<file path="src/common/niac_pkg.sv">
// Shared constants, field layout and types of the interrupt action block
package niac_pkg;

    // ==========================================================
    // Sizes
    // ==========================================================
    localparam int NIAC_NUM_EVT = 7; // Msg0..3, doorbell, peer reset, peer power
    localparam int NIAC_ACT_W = 3; // Width of one action field
    localparam int NIAC_ST_W = 3; // Sticky status bits

    // ==========================================================
    // Register offsets (byte addresses)
    // ==========================================================
    localparam logic [7:0] NIAC_OFS_CFG = 8'h00; // interrupt_action_config
    localparam logic [7:0] NIAC_OFS_STATUS = 8'h04; // Sticky event bits, W1C
    localparam logic [7:0] NIAC_OFS_MASK = 8'h08; // Interrupt mask
    localparam logic [7:0] NIAC_OFS_STATE = 8'h0C; // Live engine state, RO

    // ==========================================================
    // Field positions of interrupt_action_config
    // ==========================================================
    localparam int NIAC_DOORBELL_LSB = 12; // doorbell_action
    localparam int NIAC_PEER_RESET_LSB = 15; // peer_reset_action
    localparam int NIAC_PEER_POWER_LSB = 18; // peer_power_change_action
    localparam int NIAC_RSVD_LSB = 21; // Reserved 28:21
    localparam int NIAC_RSVD_MSB = 28;
    localparam int NIAC_TC_LSB = 29; // msi_class_select
    localparam logic [31:0] NIAC_CFG_WMASK = 32'hE01FFFFF; // Writable bits
    localparam logic [31:0] NIAC_CFG_RST = 32'h00000000; // All fields zero
    localparam logic [NIAC_ST_W-1:0] NIAC_MASK_RST = 3'h0;

    // ==========================================================
    // Action encodings
    // ==========================================================
    localparam logic [2:0] NIAC_ACT_OFF = 3'h0;
    localparam logic [2:0] NIAC_ACT_MSI = 3'h1;
    localparam logic [2:0] NIAC_ACT_INTA = 3'h2;
    localparam logic [2:0] NIAC_ACT_INTD = 3'h5;
    localparam logic [2:0] NIAC_ACT_RSVD = 3'h6; // 6 and 7 reserved

    // ==========================================================
    // Status bit positions
    // ==========================================================
    localparam int NIAC_ST_SENT = 0; // Message accepted by link
    localparam int NIAC_ST_DROP = 1; // Message suppressed by gating
    localparam int NIAC_ST_RSVD = 2; // Event hit a reserved action

    // ==========================================================
    // Bus answers
    // ==========================================================
    localparam logic [1:0] NIAC_RESP_OKAY = 2'h0;
    localparam logic [1:0] NIAC_RESP_SLVERR = 2'h2;

    // ==========================================================
    // Types
    // ==========================================================
    typedef enum logic [1:0] {
        NIAC_MSG_MSI = 2'h0,
        NIAC_MSG_ASSERT = 2'h1,
        NIAC_MSG_NEGATE = 2'h2
    } niac_kind_e;

    typedef enum logic [1:0] {
        NIAC_ST_IDLE = 2'b01,
        NIAC_ST_SEND = 2'b10
    } niac_state_e;

    typedef struct packed {
        niac_kind_e kind; // MSI, assert or negate
        logic [1:0] line; // 0..3 = INTA..INTD
        logic [2:0] tc; // Traffic class for MSI
        logic [2:0] src; // Event index
    } niac_msg_s;

endpackage

</file>
<file path="src/core/niac_top.sv">
// Interrupt action engine: config register, event capture, message issue
// Notes on behaviour
// - Doorbell action lives in bits 14:12
// - Peer reset action lives in bits 17:15
// - Peer power action lives in bits 20:18
// - Act on set; INTx also on clear
// - Code zero masks the event entirely
// - Code one sends an MSI
// - Codes two..five: INTA..INTD assert/negate
// - MSI only while MSI enable set
// - INTx suppressed while legacy disable set
// - Codes six and seven send nothing; their edges set the reserved status bit
// - MSI carries traffic class bits 31:29
// - Traffic class value used directly
// - Same encoding for message fields; reset zero
module niac_top #(
    parameter int ADDR_W = 8
) (
    input wire logic aclk,
    input wire logic aresetn,
    input wire logic ce,
    input wire logic [ADDR_W-1:0] awaddr,
    input wire logic awvalid,
    output logic awready,
    input wire logic [31:0] wdata,
    input wire logic [3:0] wstrb,
    input wire logic wvalid,
    output logic wready,
    output logic [1:0] bresp,
    output logic bvalid,
    input wire logic bready,
    input wire logic [ADDR_W-1:0] araddr,
    input wire logic arvalid,
    output logic arready,
    output logic [31:0] rdata,
    output logic [1:0] rresp,
    output logic rvalid,
    input wire logic rready,
    input wire logic [niac_pkg::NIAC_NUM_EVT-1:0] irq_event_flags,
    input wire logic msi_enable,
    input wire logic legacy_irq_disable,
    output logic msg_valid,
    input wire logic msg_ready,
    output niac_pkg::niac_msg_s msg,
    output logic irq
);
    import niac_pkg::*;

    // ==========================================================
    // Storage
    // ==========================================================
    logic [31:0] cfg; // interrupt_action_config
    logic [NIAC_ST_W-1:0] status; // Sticky events
    logic [NIAC_ST_W-1:0] mask; // Interrupt enables
    niac_state_e state; // Issue engine
    logic [NIAC_NUM_EVT-1:0] pend_set; // Set-edge requests
    logic [NIAC_NUM_EVT-1:0] pend_clr; // Clear-edge requests
    logic [NIAC_NUM_EVT-1:0] ack_set;
    logic [NIAC_NUM_EVT-1:0] ack_clr;
    logic [NIAC_NUM_EVT-1:0] rsvd_hit;
    logic [2:0] act [NIAC_NUM_EVT]; // Action field per event

    // ==========================================================
    // Bus front end
    // ==========================================================
    logic wr_en;
    logic [ADDR_W-1:0] wr_addr;
    logic [31:0] wr_data;
    logic [3:0] wr_strb;
    logic [ADDR_W-1:0] rd_addr;
    logic [31:0] rd_data;
    logic [1:0] wr_resp;
    logic [1:0] rd_resp;

    niac_axil_if #(.ADDR_W(ADDR_W)) u_bus (
        .aclk(aclk),
        .aresetn(aresetn),
        .ce(ce),
        .awaddr(awaddr),
        .awvalid(awvalid),
        .awready(awready),
        .wdata(wdata),
        .wstrb(wstrb),
        .wvalid(wvalid),
        .wready(wready),
        .bresp(bresp),
        .bvalid(bvalid),
        .bready(bready),
        .araddr(araddr),
        .arvalid(arvalid),
        .arready(arready),
        .rdata(rdata),
        .rresp(rresp),
        .rvalid(rvalid),
        .rready(rready),
        .wr_en(wr_en),
        .wr_addr(wr_addr),
        .wr_data(wr_data),
        .wr_strb(wr_strb),
        .wr_resp(wr_resp),
        .rd_addr(rd_addr),
        .rd_data(rd_data),
        .rd_resp(rd_resp)
    );

    // ==========================================================
    // Address decode
    // ==========================================================
    wire wa_cfg = (wr_addr == ADDR_W'(NIAC_OFS_CFG));
    wire wa_status = (wr_addr == ADDR_W'(NIAC_OFS_STATUS));
    wire wa_mask = (wr_addr == ADDR_W'(NIAC_OFS_MASK));
    wire wa_state = (wr_addr == ADDR_W'(NIAC_OFS_STATE));
    wire ra_cfg = (rd_addr == ADDR_W'(NIAC_OFS_CFG));
    wire ra_status = (rd_addr == ADDR_W'(NIAC_OFS_STATUS));
    wire ra_mask = (rd_addr == ADDR_W'(NIAC_OFS_MASK));
    wire ra_state = (rd_addr == ADDR_W'(NIAC_OFS_STATE));
    // Unmapped answers SLVERR; the read-only state word ignores writes
    assign wr_resp = (wa_cfg | wa_status | wa_mask | wa_state) ? NIAC_RESP_OKAY : NIAC_RESP_SLVERR;
    assign rd_resp = (ra_cfg | ra_status | ra_mask | ra_state) ? NIAC_RESP_OKAY : NIAC_RESP_SLVERR;
    wire [31:0] lane_mask = {{8{wr_strb[3]}}, {8{wr_strb[2]}}, {8{wr_strb[1]}}, {8{wr_strb[0]}}};
    wire [31:0] wbits = lane_mask & NIAC_CFG_WMASK;
    wire [31:0] next_cfg = (cfg & ~wbits) | (wr_data & wbits);
    wire low_lane = wr_en & wr_strb[0];
    wire [NIAC_ST_W-1:0] w1c = (low_lane & wa_status) ? wr_data[NIAC_ST_W-1:0] : '0;
    wire [31:0] state_word = {10'h000, state == NIAC_ST_SEND, pend_clr, pend_set, irq_event_flags};
    // Narrow registers sit in the low bits, the rest reads zero
    assign rd_data = ra_cfg ? cfg :
                     ra_status ? {29'h00000000, status} :
                     ra_mask ? {29'h00000000, mask} :
                     ra_state ? state_word : 32'h00000000;

    // ==========================================================
    // Event units; message fields, doorbell and peers share one encoding
    // ==========================================================
    for (genvar i = 0; i < NIAC_NUM_EVT; i++)
    begin : g_evt
        assign act[i] = cfg[NIAC_ACT_W*i +: NIAC_ACT_W];
        niac_evt_unit u_evt (
            .aclk(aclk),
            .aresetn(aresetn),
            .ce(ce),
            .flag(irq_event_flags[i]),
            .action(act[i]),
            .ack_set(ack_set[i]),
            .ack_clr(ack_clr[i]),
            .pend_set(pend_set[i]),
            .pend_clr(pend_clr[i]),
            .rsvd_hit(rsvd_hit[i])
        );
    end

    // ==========================================================
    // Fixed priority pick, lowest index first, set before clear
    // ==========================================================
    logic [2:0] sel_idx;
    logic sel_clr;
    always_comb
    begin
        sel_idx = 3'h0;
        sel_clr = 1'b0;
        for (int i = NIAC_NUM_EVT - 1; i >= 0; i--)
        begin
            if (pend_set[i] || pend_clr[i])
            begin
                sel_idx = 3'(i);
                sel_clr = ~pend_set[i];
            end
        end
    end

    wire sel_any = |(pend_set | pend_clr);
    wire [2:0] sel_act = act[sel_idx];
    wire sel_msi = (sel_act == NIAC_ACT_MSI);
    wire sel_intx = (sel_act >= NIAC_ACT_INTA) && (sel_act <= NIAC_ACT_INTD);
    wire intx_ok = sel_intx & ~legacy_irq_disable;
    wire msi_ok = sel_msi & msi_enable;
    // Negation only exists for INTx; stale clears are dropped
    wire sel_ok = sel_clr ? intx_ok : (msi_ok | intx_ok);
    wire issue = ce & (state == NIAC_ST_IDLE) & sel_any;
    wire load = issue & sel_ok;
    wire drop = issue & ~sel_ok;
    wire sent = ce & msg_valid & msg_ready;

    for (genvar i = 0; i < NIAC_NUM_EVT; i++)
    begin : g_ack
        assign ack_set[i] = issue & ~sel_clr & (sel_idx == 3'(i));
        assign ack_clr[i] = issue & sel_clr & (sel_idx == 3'(i));
    end

    niac_msg_s next_msg;
    assign next_msg.kind = sel_clr ? NIAC_MSG_NEGATE : (sel_msi ? NIAC_MSG_MSI : NIAC_MSG_ASSERT);
    assign next_msg.line = 2'(sel_act - NIAC_ACT_INTA);
    assign next_msg.tc = cfg[NIAC_TC_LSB +: 3];
    assign next_msg.src = sel_idx;
    assign msg_valid = (state == NIAC_ST_SEND);

    // ==========================================================
    // Issue engine; one message in flight, held until taken
    // ==========================================================
    always_ff @(posedge aclk)
    begin
        if (!aresetn)
        begin
            state <= NIAC_ST_IDLE;
            msg <= '0;
        end
        else if (ce)
        begin
            unique case (state)
                NIAC_ST_IDLE:
                    if (load)
                    begin
                        state <= NIAC_ST_SEND;
                        msg <= next_msg;
                    end
                NIAC_ST_SEND:
                    if (msg_ready)
                        state <= NIAC_ST_IDLE;
                default:
                    state <= NIAC_ST_IDLE;
            endcase
        end
    end

    // ==========================================================
    // Registers; hardware set wins over W1C
    // ==========================================================
    wire [NIAC_ST_W-1:0] st_ev = {|rsvd_hit & ce, drop, sent};
    wire [NIAC_ST_W-1:0] next_status = (status & ~w1c) | st_ev;
    always_ff @(posedge aclk)
    begin
        if (!aresetn)
        begin
            cfg <= NIAC_CFG_RST;
            status <= '0;
            mask <= NIAC_MASK_RST;
        end
        else if (ce)
        begin
            if (wr_en && wa_cfg)
                cfg <= next_cfg;
            if (low_lane && wa_mask)
                mask <= wr_data[NIAC_ST_W-1:0];
            status <= next_status;
        end
    end

    // Level interrupt, no hidden delay
    assign irq = |(status & mask);
endmodule

</file>
<file path="src/core/niac_evt_unit.sv">
// Edge capture of one event flag into pending set and clear requests
module niac_evt_unit
    import niac_pkg::*;
(
    input wire logic aclk,
    input wire logic aresetn,
    input wire logic ce,
    input wire logic flag,
    input wire logic [2:0] action,
    input wire logic ack_set,
    input wire logic ack_clr,
    output logic pend_set,
    output logic pend_clr,
    output logic rsvd_hit
);
    // ==========================================================
    // Edge decode
    // ==========================================================
    logic prev; // Flag one cycle ago
    wire rise = flag & ~prev;
    wire fall = ~flag & prev;
    wire is_msi = (action == NIAC_ACT_MSI);
    wire is_intx = (action >= NIAC_ACT_INTA) && (action <= NIAC_ACT_INTD);
    wire is_rsvd = (action >= NIAC_ACT_RSVD);
    // Off and reserved codes never reach the pending flags
    wire next_pend_set = (rise & (is_msi | is_intx)) | (pend_set & ~ack_set);
    wire next_pend_clr = (fall & is_intx) | (pend_clr & ~ack_clr);

    // ==========================================================
    // State; new edge wins over acknowledge
    // ==========================================================
    always_ff @(posedge aclk)
    begin
        if (!aresetn)
        begin
            prev <= 1'b0;
            pend_set <= 1'b0;
            pend_clr <= 1'b0;
            rsvd_hit <= 1'b0;
        end
        else if (ce)
        begin
            prev <= flag;
            pend_set <= next_pend_set;
            pend_clr <= next_pend_clr;
            rsvd_hit <= (rise | fall) & is_rsvd;
        end
    end
endmodule

</file>
<file path="src/core/niac_axil_if.sv">
// AXI4-Lite slave front end: capture, one-cycle answers
module niac_axil_if #(
    parameter int ADDR_W = 8
) (
    input wire logic aclk,
    input wire logic aresetn,
    input wire logic ce,
    input wire logic [ADDR_W-1:0] awaddr,
    input wire logic awvalid,
    output logic awready,
    input wire logic [31:0] wdata,
    input wire logic [3:0] wstrb,
    input wire logic wvalid,
    output logic wready,
    output logic [1:0] bresp,
    output logic bvalid,
    input wire logic bready,
    input wire logic [ADDR_W-1:0] araddr,
    input wire logic arvalid,
    output logic arready,
    output logic [31:0] rdata,
    output logic [1:0] rresp,
    output logic rvalid,
    input wire logic rready,
    output logic wr_en,
    output logic [ADDR_W-1:0] wr_addr,
    output logic [31:0] wr_data,
    output logic [3:0] wr_strb,
    input wire logic [1:0] wr_resp,
    output logic [ADDR_W-1:0] rd_addr,
    input wire logic [31:0] rd_data,
    input wire logic [1:0] rd_resp
);
    // ==========================================================
    // Handshake decode
    // ==========================================================
    logic aw_held; // Address captured
    logic w_held; // Data captured
    assign awready = ce & ~aw_held & ~bvalid;
    assign wready = ce & ~w_held & ~bvalid;
    assign arready = ce & ~rvalid;
    assign rd_addr = araddr;
    // Either order: fire once both halves are in
    assign wr_en = ce & aw_held & w_held & ~bvalid;
    wire ar_take = arvalid & arready;

    // ==========================================================
    // Write path
    // ==========================================================
    always_ff @(posedge aclk)
    begin
        if (!aresetn)
        begin
            aw_held <= 1'b0;
            w_held <= 1'b0;
            bvalid <= 1'b0;
            bresp <= 2'h0;
            wr_addr <= '0;
            wr_data <= 32'h00000000;
            wr_strb <= 4'h0;
        end
        else if (ce)
        begin
            if (awvalid && awready)
            begin
                aw_held <= 1'b1;
                wr_addr <= awaddr;
            end
            if (wvalid && wready)
            begin
                w_held <= 1'b1;
                wr_data <= wdata;
                wr_strb <= wstrb;
            end
            if (wr_en)
            begin
                aw_held <= 1'b0;
                w_held <= 1'b0;
                bvalid <= 1'b1;
                bresp <= wr_resp;
            end
            else if (bvalid && bready)
                bvalid <= 1'b0;
        end
    end

    // ==========================================================
    // Read path; data sampled at address acceptance
    // ==========================================================
    always_ff @(posedge aclk)
    begin
        if (!aresetn)
        begin
            rvalid <= 1'b0;
            rdata <= 32'h00000000;
            rresp <= 2'h0;
        end
        else if (ce)
        begin
            if (ar_take)
            begin
                rvalid <= 1'b1;
                rdata <= rd_data;
                rresp <= rd_resp;
            end
            else if (rvalid && rready)
                rvalid <= 1'b0;
        end
    end
endmodule

</file>
<file path="config.mk">
export PLATFORM = sky130hd
export DESIGN_NAME = niac_top
export DESIGN_NICKNAME = d
export VERILOG_FILES = /design/src/common/niac_pkg.sv /design/src/core/niac_top.sv /design/src/core/niac_evt_unit.sv /design/src/core/niac_axil_if.sv
export SDC_FILE = /design/constraint.sdc
export NUM_CORES = 1
export LEC_CHECK = 0
export BUFFER_PORTS_ARGS = -buffer_cell sky130_fd_sc_hd__buf_4
export CAP_MARGIN = 20
export CORE_MARGIN = 4
export CORE_UTILIZATION = 30
export CTS_CLUSTER_SIZE = 28
export DETAILED_ROUTE_END_ITERATION = 10
export SETUP_SLACK_MARGIN = 0.15
export SLEW_MARGIN = 0
export SYNTH_ARGS = -nofsm -noshare
export SYNTH_HDL_FRONTEND = slang
export SYNTH_SLANG_ARGS = --single-unit
</file>
<file path="constraint.sdc">
create_clock -name aclk -period 2.7 [get_ports aclk]
set_input_delay 0.27 -clock aclk [delete_from_list [all_inputs] [get_ports aclk]]
set_output_delay 0.27 -clock aclk [all_outputs]
set_load 0.05 [all_outputs]
</file>
==> flow_summary.yaml, run 1 <==
drt:
  num_vias: 5794
  drcViolationCount: 0
  drtPass1Iterations: 5
  wl_um: 19500
  drt-initial-drc-count: 420
  route.antenna.remaining_nets: 0
  wl_per_cell_um: 16.7
  via_per_inst: 4.96
global_routing:
  grt_antenna_before_repair: 0
  grt_max_degree: 97
  grtUsageMet1_pct: 23.3
  use_met3_pct: 4.02
  overflow: 0
  grt_pass1_vias: 5548
  grt_use_total_pct: 17.3
  use_met2_pct: 27.4
  busiest_layer: "met2"
  grt_pass1_wl_um: 30500
pwr:
  pwr_density_cell_nw_per_um2: 597
  power.leakage_nw: 3.48
  irDropWorstVdd_v: 0.000410
sta:
  timing.final.ws_setup_ns: -0.244
  final_hold_viol_count: 0
  fin_crit_sh_pct: 109
  whs_ns: 0.0816
  tns_ns: -2.63
  worst_pin_slew_ns: 0.551
  fin_crit_ns: 2.94
  setup_viol: 13
  drv_slew: 0
  rsz0062_at_grt: "true"
  maxSlewHeadroom_pct: 63.2
  fmax_ghz: 0.340
  fin_skew_ns: 0.0183
worst_setup_path:
  worst-path-buf-inv: 3
  path_delay_family: "compound AO/OA/AOI/OAI gates"
  cp_cell_sequence: "or4_4 -> a211oi_4 -> buf_6 -> clkbuf_2 -> buf_4 -> mux2i_1 -> a221oi_2 -> nand4_1 -> a21oi_4 -> mux2_4"
  critPathRequiredTime_ns: 3.01
  critPathMaxStageDelay_ns: 0.56
  crit_slowest_cell: "or4_4"
  cp_data_arrival_time_ns: 3.25
  start_kind: "flip-flop"
  crit_fanout: 5
  cp-end-kind: "flip-flop"
  path_class: "flip-flop to flip-flop"
die:
  die_x_um: 152
  io-pin-count: 123
  rows: 52
  initial_utilization_pct: 30.5
  dieArea_sq_um: 23000
  die_height_um: 152
  core_sq_um: 20300
placed_design:
  dpl_cell_area_sq_um: 7650
  port_buffers: 105
  hpwlAfterDp_um: 14500
  numPlacedInstances: 1130
  routabilityCongestion: 0.925
synthesis:
  seq_area_frac_synth_pct: 44.3
  synthCells: 731
  ys_warn_count: 0
  synth_seq_cells: 137
  synthesis.area_sq_um: 6190
  synth_async_sr_flop_share_pct: 0
  synthFlopType: "dfxtp_1"
  synth_top_cell_area_share_pct: 44.3
  synth-edff-count: 0
  yosysTopAreaCell: "dfxtp_1"
  synthTopCellsByArea: "dfxtp_1 (44%), mux2i_1 (7.6%), nand2_1 (7.1%)"
  yosys.cell_types.count: 61
  synth_area_per_cell_sq_um: 8.47
run_status:
  violations: "setup timing"
  status: "complete, but fails checks"
layout:
  fin_util_pct: 41.3
  fin_area_sq_um: 8380
  nNetsFinal: 976
  final_cell_mix: "buf_4 (172), dfxtp_1 (137), nand2_1 (117), a21oi_1 (80), nor2_1 (79)"
  ff_latch_area_sq_um: 2740
  drive_gt1_share_pct: 25.5
  final_cells: 1169
  multi_input_area_sq_um: 3220
  final_common_cell: "buf_4"
  fillers: 2115
  n_antenna_cell: 0
  area_growth_pct: 35.2
clocking:
  cts_buffer_depth: 2
  cts_buffers: 17
  cts_sinks: 137
  clk_latency_ns: 0.43
  hold_buffers: 0
  htreeDepth: 4
  clk_pin_slew_worst_paths_ns: 0.07
  cts_tree: "built"
  root_buffer: "clkbuf_16"
run:
  drv_cap: 0
worst_hold_path:
  min_path_type: "input pin to flip-flop"
## kinds of logic (layout without fill, tap and decap cells)
logic type      Yosys count  in the layout  synth area share [%]
simple gates            294            294                  21.7
compound gates          155            155                  16.3
flops                   137            137                  44.3
buf+inv                  73            233                  5.35
mux                      50             50                  8.14
fa+ha+maj                20             20                  4.04
other cells               1              9                0.0605
xor+xnor                  1              1                 0.141
## area by class of cell
type,count,area share (%)
clock buffers,18,5.24
clock inverters,14,2.20
inverters,24,1.09
multi-input cells,529,38.5
flip-flops and latches,137,32.7
well taps,270,4.03
repair buffers,177,16.2
## path summary, 6_finish.rpt
check	from	to	slack [ns]	cells after the start
worst max-delay path	g_evt[2].u_evt.pend_clr	msg[7]	-0.24	10
worst min-delay path	wdata[15]	u_bus.wr_data[15]	0.08	3
worst max register to register	g_evt[2].u_evt.pend_clr	msg[7]	-0.24	10
worst min register to register	u_bus.wr_addr[1]	u_bus.wr_addr[1]	0.45	2
## synth_stat cells, types with 2 or more instances
library cell and n:
o41ai_1 3, clkbuf_1 33, ha_1 20, inv_1 23
nor3_1 22, o31ai_1 7, or3_1 2, mux2i_1 47
nor3b_1 8, nor4_1 5, a21oi_1 80, and3_1 2
nor3_2 2, o221ai_1 3, buf_1 3, mux2_2 2
nand3b_1 6, and2_1 4, nor2b_1 3, nand2b_1 11
nand4_1 3, a221oi_1 20, dfxtp_1 137, o22ai_1 2
buf_6 3, o211ai_1 9, nand3_1 19, nor2_1 79
buf_4 9, a211oi_2 2, o21ai_0 11, nand4b_1 3
or4_1 4, nand2_1 117
## worst min-delay path: stages
cell and delay [ns]:
buf_4 0.11, nand2_1 0.04, a21oi_1 0.05
## where the power goes
| group | leakage (nW) | internal [mW] | total (mW) | switching [mW] |
|---|---|---|---|---|
| sequential | 1.11 | 2.08 | 2.11 | 0.0345 |
| combinational | 2.07 | 0.163 | 0.448 | 0.285 |
| clock | 0.304 | 1.50 | 2.44 | 0.943 |
| total | 3.48 | 3.74 | 5.00 | 1.26 |
## per-layer routing
metal	up-vias	wire, um	part of all wire [%]
met1	2742	9000	46
met4	0	403	2.1
met3	31	961	4.9
li1	2869	-	-
met2	152	9170	47
met5	-	0	0
## what timing repair did
action | CTS | global route
resized for setup | 1 | 10
pin swaps | 1 | 7
setup endpoints to repair | 13 | 13
buffers inserted | 0 | 7
## metrics by stage
step           worst slack, ns  power [mW]
6_report                -0.244        5.00
5_1_grt                 -0.412        5.21
4_1_cts                 -0.164        5.07
3_5_place_dp            -0.196        2.61
3_3_place_gp            -0.164        2.60
2_1_floorplan           -0.134        2.44
No activity file was read; power rests on OpenSTA's default activity.
==> run 2, diff against run 1 <==
Settings changed: CORE_MARGIN 4 to 3, PLACE_DENSITY set to 0.6.
==> flow_summary.yaml, run 2 (synthesized netlist as in run 1, its figures left out) <==
pwr:
  p_sw_share_pct: 25.4
  power.leakage_nw: 3.41
  pwr-share-comb_pct: 9.2
  total_power_mw: 4.82
  clkPwrFrac_pct: 47.1
  p_seq_share_pct: 43.7
  power.switching_mw: 1.23
  pwr_density_cell_nw_per_um2: 584
  p_int_mw: 3.60
  irDropWorstVdd_v: 0.000379
clocking:
  root_buffer: "clkbuf_16"
  htreeDepth: 4
  cts_tree: "built"
  cts_buffers: 17
  cts_sinks: 137
  clk_pin_slew_worst_paths_ns: 0.06
  hold_buffers: 0
  cts_buffer_depth: 2
  clk_latency_ns: 0.42
sta:
  fin_skew_ns: 0.0111
  worst_pin_slew_ns: 0.547
  timing.final.ws_setup_ns: -0.196
  rsz0062_at_grt: "true"
  maxSlewHeadroom_pct: 63.4
  fin_crit_sh_pct: 107
  setup_viol: 12
  drv_slew: 0
  fin_crit_ns: 2.90
  fmax_ghz: 0.345
  tns_ns: -2.06
  final_hold_viol_count: 0
run_status:
  violations: "setup timing"
  status: "complete, but fails checks"
die:
  die_height_um: 150
  die_x_um: 150
  rows: 51
  core_sq_um: 19800
  initial_utilization_pct: 31.2
  io-pin-count: 123
  dieArea_sq_um: 22400
layout:
  nNetsFinal: 970
  n_antenna_cell: 0
  drive_gt1_share_pct: 24.6
  final_common_cell: "buf_4"
  final_cell_mix: "buf_4 (168), dfxtp_1 (137), nand2_1 (117), a21oi_1 (80), nor2_1 (79)"
  fillers: 2025
  multi_input_area_sq_um: 3210
  final_cells: 1156
  ff_latch_area_sq_um: 2740
  fin_util_pct: 41.6
  area_growth_pct: 33.2
worst_setup_path:
  start_kind: "flip-flop"
  critPathRequiredTime_ns: 3.00
  cp_data_arrival_time_ns: 3.20
  cp-end-kind: "flip-flop"
  crit_fanout: 3
  path_class: "flip-flop to flip-flop"
global_routing:
  grt_pass1_wl_um: 30200
  grt_max_degree: 70
  grt_use_total_pct: 17.4
  grt_antenna_before_repair: 0
  overflow: 0
  grt_pass1_vias: 5464
drt:
  num_vias: 5688
  wl_per_cell_um: 16.4
  route.antenna.remaining_nets: 0
  via_per_inst: 4.92
  drcViolationCount: 0
  drt-initial-drc-count: 406
  drtPass1Iterations: 6
  route.layer.met1.wl_um: 8820
  wl_met2_um: 8980
  wl_um: 19000
  met3_length_um: 847
  top_layer_used: "met4"
placed_design:
  hpwlAfterDp_um: 14400
  routabilityCongestion: 0.940
  port_buffers: 105
  numPlacedInstances: 1123
worst_hold_path:
  min_path_type: "input pin to flip-flop"
run:
  drv_cap: 0
==> run 2: power by group through the flow <==
stage          Clock [mW]  Sequential, mW  Combinational, mW
6_report             2.27            2.11              0.443
5_1_grt              2.43            2.12              0.488
4_1_cts              2.33            2.11              0.450
3_5_place_dp            0            2.16              0.450
3_3_place_gp            0            2.15              0.445
2_1_floorplan           0            2.21              0.222
==> run 2: worst paths after layout <==
kind / depth (start not counted) / end / startpoint / slack [ns]
min: 3 / u_bus.wr_data[1] / wdata[1] / 0.09
min reg2reg: 2 / u_bus.rdata[29] / u_bus.rdata[29] / 0.45
max: 8 / msg[7] / g_evt[2].u_evt.pend_set / -0.20
max reg2reg: 8 / msg[7] / g_evt[2].u_evt.pend_set / -0.20
==> run 2: layer usage <==
layer	vias up	global-route usage, %
met5	-	0
met4	0	5.49
met3	20	3.60
met2	147	27.6
met1	2660	23.8
li1	2861	-
==> run 2: critical path, cell delays in order, from the launching register on <==
cell and delay [ns]:
dfxtp_1 0.31, or4_4 0.55, a211oi_4 0.28, mux2_4 0.32, a221o_1 0.38, a211oi_2 0.22, nand4_1 0.19, a21oi_4 0.22
mux2_4 0.31
==> run 2: stage by stage <==
| stage | hold WS, ns | area (sq um) | worst slack (ns) |
|---|---|---|---|
| final | 0.0933 | 8250 | -0.196 |
| after global routing | 0.0786 | 8250 | -0.301 |
| after CTS | 0.0712 | 8210 | -0.172 |
| after detailed placement | 0.446 | 7610 | -0.197 |
| after global placement | 0.442 | 7610 | -0.154 |
| after floorplan | 0.406 | 6250 | -0.134 |
==> run 2: what timing repair did <==
action                                  4_1_cts  5_1_grt
endpoints found under the setup margin       13       13
pin swaps                                     1        3
buffers inserted                              1        2
endpoints found under the hold margin         0        0
gates resized for setup                       3        5
==> run 2: area by class of cell <==
class                      instances  area share (%)
multi-input combinational        529            38.9
clock inverter                    13            1.80
inverter                          24            1.11
timing repair buffer             171            15.8
tap                              265            4.02
sequential                       137            33.2
clock buffer                      17            5.15
